--- config.mk ---
export PLATFORM = sky130hd
export DESIGN_NAME = hlc_lane_ctrl
export DESIGN_NICKNAME = d
export VERILOG_FILES = /design/src/hlc_pkg.sv /design/src/hlc_lane_ctrl.sv /design/src/hlc_marker_swap.sv /design/src/hlc_sync_fsm.sv
export VERILOG_INCLUDE_DIRS = /design/src /design/src/src
export SDC_FILE = /design/constraint.sdc
export NUM_CORES = 1
export LEC_CHECK = 0
export BUFFER_PORTS_ARGS = -buffer_cell sky130_fd_sc_hd__buf_2
export CORE_MARGIN = 10
export CORE_UTILIZATION = 60
export DETAILED_ROUTE_END_ITERATION = 6
export GPL_ROUTABILITY_DRIVEN = 0
export PLACE_DENSITY = 0.84
export RECOVER_POWER = 50
export SYNTH_ARGS = -nofsm -noshare
export SYNTH_HDL_FRONTEND = slang
export SYNTH_HIERARCHICAL = 1
export SYNTH_SLANG_ARGS = --single-unit
--- constraint.sdc ---
create_clock -name clock_in -period 3.5 [get_ports clock_in]
set_input_delay 0.175 -clock clock_in [delete_from_list [all_inputs] [get_ports clock_in]]
set_output_delay 0.175 -clock clock_in [all_outputs]
set_load 0.02 [all_outputs]
--- src/hlc_map.svh ---
`ifndef HLC_MAP_SVH
`define HLC_MAP_SVH

// Management register numbers
`define HLC_REG_LANE_CTRL  5'h1d
`define HLC_REG_EXT_PTR    5'h1e
`define HLC_REG_EXT_DATA   5'h1f

// Reset values
`define HLC_CTRL_RESET     16'h0880
`define HLC_PTR_RESET      16'h0000

// Extended register addresses
`define HLC_EXT_TX_SEARCH  16'h8000
`define HLC_EXT_TX_REPLACE 16'h8001
`define HLC_EXT_RX_SEARCH  16'h8002
`define HLC_EXT_RX_REPLACE 16'h8003

// Marker character defaults
`define HLC_TX_SEARCH_RST  10'h2bc
`define HLC_TX_REPLACE_RST 10'h27c
`define HLC_RX_SEARCH_RST  10'h27c
`define HLC_RX_REPLACE_RST 10'h2bc

// Byte alignment
`define HLC_FORCED_ALIGN   4'h9
`define HLC_ALIGN_LAST     4'h9

// Synchronisation counts and hysteresis codes
`define HLC_ACQ_COMMAS     2'h3
`define HLC_STD_GOOD_RUN   2'h3
`define HLC_STD_ERR_MAX    2'h3
`define HLC_HYS_STANDARD   2'h0

`endif

--- src/hlc_pkg.sv ---
package hlc_pkg;

  // Same bit layout as the lane control register, bit 15 first
  typedef struct packed {
    logic       self_clear;
    logic [2:0] fast_receive_buffer_depth;
    logic       rx_marker_en;
    logic [2:0] fast_transmit_buffer_depth;
    logic       tx_marker_en;
    logic       spare6;
    logic       force_fixed_alignment;
    logic       manual_alignment_step_enable;
    logic       fast_side_encoder_skip;
    logic       fast_side_decoder_skip;
    logic [1:0] sync_loss_hysteresis_code;
  } hlc_ctrl_t;

  typedef struct packed {
    logic        wr;
    logic        rd;
    logic [4:0]  addr;
    logic [15:0] wdata;
  } hlc_mgmt_req_t;

  typedef enum logic {
    HLC_LOS,
    HLC_SYNC
  } hlc_sync_state_t;

endpackage

--- src/hlc_lane_ctrl.sv ---
`timescale 1ns/1ps
`include "hlc_map.svh"
module hlc_lane_ctrl import hlc_pkg::*; (
  input  wire logic          clock_in,
  input  wire logic          resetn_in,
  input  wire hlc_mgmt_req_t mgmt_req_in,
  output logic [15:0]        mgmt_rdata_out,
  output logic               mgmt_rvalid_out,
  input  wire logic          tx_valid_in,
  input  wire logic [9:0]    tx_raw_in,
  input  wire logic [9:0]    tx_coded_in,
  output logic               tx_valid_out,
  output logic [9:0]         tx_word_out,
  input  wire logic          rx_valid_in,
  input  wire logic [9:0]    rx_raw_in,
  input  wire logic [9:0]    rx_decoded_in,
  input  wire logic          rx_code_err_in,
  input  wire logic          rx_comma_in,
  input  wire logic [3:0]    rx_align_in,
  input  wire logic          jog_step_in,
  output logic               rx_valid_out,
  output logic [9:0]         rx_word_out,
  output logic               sync_out,
  output logic [3:0]         align_pos_out,
  output logic [2:0]         fast_receive_buffer_depth_out,
  output logic [2:0]         fast_transmit_buffer_depth_out
);

  hlc_ctrl_t   ctrl_reg, ctrl_next;
  logic [15:0] ptr_reg;
  logic [9:0]  tx_search_reg;
  logic [9:0]  tx_replace_reg;
  logic [9:0]  rx_search_reg;
  logic [9:0]  rx_replace_reg;
  logic [3:0]  align_reg, align_next;
  logic [15:0] rdata_reg;
  logic        rvalid_reg;
  logic [2:0]  rx_depth_reg;
  logic [2:0]  tx_depth_reg;

  // Register decode
  wire wr_ctrl = mgmt_req_in.wr && (mgmt_req_in.addr == `HLC_REG_LANE_CTRL);
  wire wr_ptr  = mgmt_req_in.wr && (mgmt_req_in.addr == `HLC_REG_EXT_PTR);
  wire wr_data = mgmt_req_in.wr && (mgmt_req_in.addr == `HLC_REG_EXT_DATA);

  // Extended target chosen by the pointer; unknown targets ignore writes
  wire ext_tx_s = (ptr_reg == `HLC_EXT_TX_SEARCH);
  wire ext_tx_r = (ptr_reg == `HLC_EXT_TX_REPLACE);
  wire ext_rx_s = (ptr_reg == `HLC_EXT_RX_SEARCH);
  wire ext_rx_r = (ptr_reg == `HLC_EXT_RX_REPLACE);

  wire [9:0] ext_char = ext_tx_s ? tx_search_reg :
                        ext_tx_r ? tx_replace_reg :
                        ext_rx_s ? rx_search_reg :
                        ext_rx_r ? rx_replace_reg : 10'h000;
  wire [15:0] ext_rdata = {6'h00, ext_char};

  wire [15:0] rd_value =
    (mgmt_req_in.addr == `HLC_REG_LANE_CTRL) ? ctrl_reg :
    (mgmt_req_in.addr == `HLC_REG_EXT_PTR)   ? ptr_reg :
    (mgmt_req_in.addr == `HLC_REG_EXT_DATA)  ? ext_rdata : 16'h0000;

  // Bit 15 self-clears one cycle after a write sets it
  always_comb begin
    ctrl_next = ctrl_reg;
    ctrl_next.self_clear = 1'b0;
    if (wr_ctrl) begin
      ctrl_next = hlc_ctrl_t'(mgmt_req_in.wdata);
    end
  end

  always_ff @(posedge clock_in or negedge resetn_in) begin
    if (!resetn_in) begin
      ctrl_reg <= hlc_ctrl_t'(`HLC_CTRL_RESET);
      ptr_reg  <= `HLC_PTR_RESET;
    end else begin
      ctrl_reg <= ctrl_next;
      if (wr_ptr) begin
        ptr_reg <= mgmt_req_in.wdata;
      end
    end
  end

  // Marker characters live behind the extended data register
  always_ff @(posedge clock_in or negedge resetn_in) begin
    if (!resetn_in) begin
      tx_search_reg  <= `HLC_TX_SEARCH_RST;
      tx_replace_reg <= `HLC_TX_REPLACE_RST;
      rx_search_reg  <= `HLC_RX_SEARCH_RST;
      rx_replace_reg <= `HLC_RX_REPLACE_RST;
    end else if (wr_data) begin
      if (ext_tx_s) tx_search_reg <= mgmt_req_in.wdata[9:0];
      if (ext_tx_r) tx_replace_reg <= mgmt_req_in.wdata[9:0];
      if (ext_rx_s) rx_search_reg <= mgmt_req_in.wdata[9:0];
      if (ext_rx_r) rx_replace_reg <= mgmt_req_in.wdata[9:0];
    end
  end

  // Read answer one cycle after the strobe
  always_ff @(posedge clock_in or negedge resetn_in) begin
    if (!resetn_in) begin
      rdata_reg  <= 16'h0000;
      rvalid_reg <= 1'b0;
    end else begin
      rvalid_reg <= mgmt_req_in.rd;
      if (mgmt_req_in.rd) begin
        rdata_reg <= rd_value;
      end
    end
  end

  assign mgmt_rdata_out  = rdata_reg;
  assign mgmt_rvalid_out = rvalid_reg;

  // Depth selects registered so outputs come from flops
  always_ff @(posedge clock_in or negedge resetn_in) begin
    if (!resetn_in) begin
      rx_depth_reg <= 3'h0;
      tx_depth_reg <= 3'h0;
    end else begin
      rx_depth_reg <= ctrl_reg.fast_receive_buffer_depth;
      tx_depth_reg <= ctrl_reg.fast_transmit_buffer_depth;
    end
  end

  assign fast_receive_buffer_depth_out  = rx_depth_reg;
  assign fast_transmit_buffer_depth_out = tx_depth_reg;

  // Codec skip: raw words bypass the external encoder and decoder
  wire [9:0] tx_sel = ctrl_reg.fast_side_encoder_skip ? tx_raw_in : tx_coded_in;
  wire [9:0] rx_sel = ctrl_reg.fast_side_decoder_skip ? rx_raw_in : rx_decoded_in;

  hlc_marker_swap #(
    .W (10)
  ) u_tx_marker (
    .clock_in   (clock_in),
    .resetn_in  (resetn_in),
    .valid_in   (tx_valid_in),
    .data_in    (tx_sel),
    .enable_in  (ctrl_reg.tx_marker_en),
    .search_in  (tx_search_reg),
    .replace_in (tx_replace_reg),
    .valid_out  (tx_valid_out),
    .data_out   (tx_word_out)
  );

  hlc_marker_swap #(
    .W (10)
  ) u_rx_marker (
    .clock_in   (clock_in),
    .resetn_in  (resetn_in),
    .valid_in   (rx_valid_in),
    .data_in    (rx_sel),
    .enable_in  (ctrl_reg.rx_marker_en),
    .search_in  (rx_search_reg),
    .replace_in (rx_replace_reg),
    .valid_out  (rx_valid_out),
    .data_out   (rx_word_out)
  );

  hlc_sync_fsm u_sync (
    .clock_in  (clock_in),
    .resetn_in (resetn_in),
    .valid_in  (rx_valid_in),
    .bad_in    (rx_code_err_in),
    .comma_in  (rx_comma_in),
    .mode_in   (ctrl_reg.sync_loss_hysteresis_code),
    .sync_out  (sync_out)
  );

  // Alignment: jog overrides force; otherwise taken from the aligner
  // only while hunting, so a locked lane never slips position
  wire force_on = ctrl_reg.force_fixed_alignment &&
                  !ctrl_reg.manual_alignment_step_enable;
  wire jog_on   = ctrl_reg.manual_alignment_step_enable;
  wire [3:0] jog_pos = (align_reg >= `HLC_ALIGN_LAST) ? 4'h0 : 4'(align_reg + 4'h1);
  wire hunt = !ctrl_reg.force_fixed_alignment && !jog_on && !sync_out &&
              rx_valid_in && rx_comma_in;

  assign align_next = force_on                ? `HLC_FORCED_ALIGN :
                      (jog_on && jog_step_in) ? jog_pos :
                      hunt                    ? rx_align_in : align_reg;

  always_ff @(posedge clock_in or negedge resetn_in) begin
    if (!resetn_in) begin
      align_reg <= 4'h0;
    end else begin
      align_reg <= align_next;
    end
  end

  assign align_pos_out = align_reg;
endmodule

--- src/hlc_marker_swap.sv ---
`timescale 1ns/1ps
module hlc_marker_swap import hlc_pkg::*; #(
  parameter int W = 10
) (
  input  wire logic         clock_in,
  input  wire logic         resetn_in,
  input  wire logic         valid_in,
  input  wire logic [W-1:0] data_in,
  input  wire logic         enable_in,
  input  wire logic [W-1:0] search_in,
  input  wire logic [W-1:0] replace_in,
  output logic              valid_out,
  output logic [W-1:0]      data_out
);

  wire         hit = enable_in && (data_in == search_in);
  wire [W-1:0] data_next = hit ? replace_in : data_in;

  always_ff @(posedge clock_in or negedge resetn_in) begin
    if (!resetn_in) begin
      valid_out <= 1'b0;
      data_out  <= '0;
    end else begin
      valid_out <= valid_in;
      if (valid_in) begin
        data_out <= data_next;
      end
    end
  end
endmodule

--- src/hlc_sync_fsm.sv ---
`timescale 1ns/1ps
`include "hlc_map.svh"
module hlc_sync_fsm import hlc_pkg::*; (
  input  wire logic       clock_in,
  input  wire logic       resetn_in,
  input  wire logic       valid_in,
  input  wire logic       bad_in,
  input  wire logic       comma_in,
  input  wire logic [1:0] mode_in,
  output logic            sync_out
);

  hlc_sync_state_t state_reg, state_next;
  logic [1:0] acq_reg, acq_next;
  logic [1:0] err_reg, err_next;
  logic [1:0] good_reg, good_next;

  wire bad  = valid_in && bad_in;
  wire good = valid_in && !bad_in;
  wire std_mode = (mode_in == `HLC_HYS_STANDARD);
  // Fast modes: the code value is the number of adjacent errors
  wire fast_drop = bad && (err_reg == 2'(mode_in - 2'h1));
  wire std_drop  = bad && (err_reg == `HLC_STD_ERR_MAX);

  always_comb begin
    state_next = state_reg;
    acq_next   = acq_reg;
    err_next   = err_reg;
    good_next  = good_reg;
    unique case (state_reg)
      HLC_LOS: begin
        if (bad) begin
          acq_next = 2'h0;
        end else if (valid_in && comma_in) begin
          acq_next = 2'(acq_reg + 2'h1);
          if (acq_next == `HLC_ACQ_COMMAS) begin
            state_next = HLC_SYNC;
            acq_next   = 2'h0;
            err_next   = 2'h0;
            good_next  = 2'h0;
          end
        end
      end
      HLC_SYNC: begin
        if (std_mode) begin
          if (std_drop) begin
            state_next = HLC_LOS;
          end else if (bad) begin
            err_next  = 2'(err_reg + 2'h1);
            good_next = 2'h0;
          end else if (good && err_reg != 2'h0) begin
            good_next = 2'(good_reg + 2'h1);
            if (good_reg == `HLC_STD_GOOD_RUN) begin
              err_next  = 2'(err_reg - 2'h1);
              good_next = 2'h0;
            end
          end
        end else begin
          if (fast_drop) begin
            state_next = HLC_LOS;
          end else if (bad) begin
            err_next = 2'(err_reg + 2'h1);
          end else if (good) begin
            err_next = 2'h0;
          end
        end
      end
    endcase
  end

  always_ff @(posedge clock_in or negedge resetn_in) begin
    if (!resetn_in) begin
      state_reg <= HLC_LOS;
      acq_reg   <= 2'h0;
      err_reg   <= 2'h0;
      good_reg  <= 2'h0;
    end else begin
      state_reg <= state_next;
      acq_reg   <= acq_next;
      err_reg   <= err_next;
      good_reg  <= good_next;
    end
  end

  assign sync_out = (state_reg == HLC_SYNC);
endmodule
==> reports/metrics.yaml <==
drt_iter0_drc: 588
slew_headroom_pct: -3.98
synth_xor_area_share_pct: 3.09
synth_ff_type: "dfrtp_1"
ant_nets: 0
grt_pass1_wl_mm: 28.7
hold_path_end: "rx_search_reg[2]"
total_power_mw: 4.46
worst_slew_pin_slew_ns: 1.56
rr_worst_depth: 4
ios: 124
ctsResizeCount: 0
port_buffers: 123
slew_viol_final: 98
fin_cells: 842
num_rows: 38
yosys_warnings: 6
hold_buffers: 15
postSynthRegisterBits: 128
fp.dieW_um: 124
ys_async_sr_fraction_pct: 100
final.fill_count: 759
grt_overflow: 0
cts_sinks: 128
via_per_inst: 6.27
post-cts-setup-buffer-count: 0
hold_path_class: "in -> reg"
h-tree-depth: 4
crit_type: "reg -> reg"
grt_start_max_net_pins: 67
die_h_um: 124
arrival_ns: 3.16
clk_pin_slew_ns: 0.06
reg2reg_slack_ns: 0.74
post-dp-hpwl_mm: 12.6
vias: 5277
p_leak_nw: 3.44
dieArea_um2: 15500
drc_errors: 0
drive_gt1_share_pct: 33.9
synth_mux_area_share_pct: 18.0
hp-start: "mgmt_req_in[2]"
end_kind: "register"
track_usage_pct: 22.7
synth.cell_area_um2: 6530
synth_top_family_by_area: "multiplexers"
max-cap-violations: 2
dp.cells: 796
reg2reg_from: "ptr_reg[13]"
holdWs_ns: 0.0243
fin_crit_sh_pct: 79.0
synthToLayoutAreaGrowth_pct: 20.2
start_kind: "register"
hold_path_depth: 2
syn-num-nets: 640
coreArea_um2: 10700
finClkSkew_ns: 0.00934
finalHoldViolations: 0
cp.required_ns: 3.90
synth_edf_count: 0
synth-adder-area-share_pct: 1.34
synthCells: 559
grt_pass1_vias: 5497
n_antenna_cell: 0
synth-seq-area-share_pct: 49.6
cts_tree: "built"
initial_core_util_pct: 60.7
crit_fanout: 11
synth_cell_types: 55
status: "finished, violations left"
setup_viol: 0
wirelength_mm: 17.7
clk_latency_ns: 0.52
post-route-min-period_ns: 2.76
syn_avg_cell_area_um2: 11.7
r2r_end: "rx_search_reg[8]"
wl_per_cell_um: 21.0
peakVddDrop_v: 0.000334
drtPass1Iterations: 6
synth_compound_area_share_pct: 12.4
clockBufferDepth: 2
power.density_nw_per_um2: 568
antenna_found_initial: 0
numCtsBuffers: 17
cts_root_buffer: "clkbuf_8"
rsz0062_at_grt: "false"
violations: "max-capacitance violations, max-slew violations"
yosys.area_share.simple_pct: 12.4
tns_ns: 0
fmax_mhz: 362
fin_nets: 771
## Yosys cell counts (all sizes together) (10+ instances only)
master,n,area share (%)
buf,10,1.1
mux2i,14,2.1
nand4,28,3.2
a21oi,28,2.1
inv,11,0.63
xnor2,17,2.3
dfstp,26,10
nand2b,14,1.5
mux2,92,16
dfrtp,102,39
nor2,34,2.0
o31ai,20,2.3
clkbuf,16,0.92
a31oi,21,2.0
nand2,17,0.98
## through the flow
step / util (%) / instance area, um^2 / worst slack [ns]
global route: 73.0 / 7850 / 0.571
global placement: 67.0 / 7200 / 0.941
finish: 73.0 / 7850 / 0.735
CTS: 73.6 / 7900 / 0.782
detailed placement: 67.0 / 7200 / 0.837
floorplan: - / 6530 / 1.14
## worst max path at each step
stage / from / to / slack (ns) / cells past startpoint
after global routing: ptr_reg[13] / rx_search_reg[8] / 0.57 / 4
after floorplan: ptr_reg[5] / rx_replace_reg[6] / 1.14 / 4
after global placement: ptr_reg[13] / rx_search_reg[8] / 0.94 / 4
after CTS: ptr_reg[13] / rx_search_reg[8] / 0.78 / 4
final: ptr_reg[13] / rx_search_reg[8] / 0.74 / 4
after detailed placement: ptr_reg[13] / rx_search_reg[1] / 0.84 / 4
## cell families (layout without fill, tap and decap cells)
kind of cell    Yosys count  count (layout)
simple gates            134             134
fa+ha+maj                 7               7
flops                   128             128
buf+inv                  41             184
compound gates          120             120
xor+xnor                 23              23
mux                     106             106
## layout make-up
class                   instances  area, um^2  area share, %
clock buffers                  25         474           6.04
clock inverters                 6        82.6           1.05
well taps                     140         175           2.23
flip-flops and latches        128        3240           41.2
multi-input cells             390        3080           39.3
inverters                      11        41.3          0.526
repair buffers                142         752           9.59
## routing by layer
metal	GRT usage [%]	vias up	wire length, um
li1	-	2376	-
met1	27.7	2614	7360
met2	37.9	243	8690
met3	6.00	44	1220
met4	8.09	0	427
met5	0	-	0
## cell usage in the layout (no fill, tap or decap), drive strengths merged, types with 4 or more instances in the layout
cell type and instances:
or4 6, nor3 8, xnor2 17, dfrtp 102, ha 7, inv 11
nand2b 14, xor2 6, nand2 17, a31oi 21, dfstp 26, o31ai 20
buf 81, mux2i 14, nand4 28, o21ai 7, o2111ai 9, a21oi 28
mux2 92, nand3 4, and4 4, dlygate4sd3 15, clkbuf 71, o22ai 9
a2bb2oi 9, a22oi 9, nor2 34
## report_power, final
part | switching [mW] | internal, mW | total (mW)
combinational | 0.531 | 0.403 | 0.934
sequential | 0.196 | 1.66 | 1.86
clock | 0.602 | 1.06 | 1.66
total | 1.33 | 3.13 | 4.46
## critical path, cell delays in order (launching register included)
cell	delay, ns
dfrtp_1	0.39
or4_1	0.59
nor2_1	0.58
nand4_1	0.61
mux2_2	0.46
No activity file was read; power rests on OpenSTA's default activity.
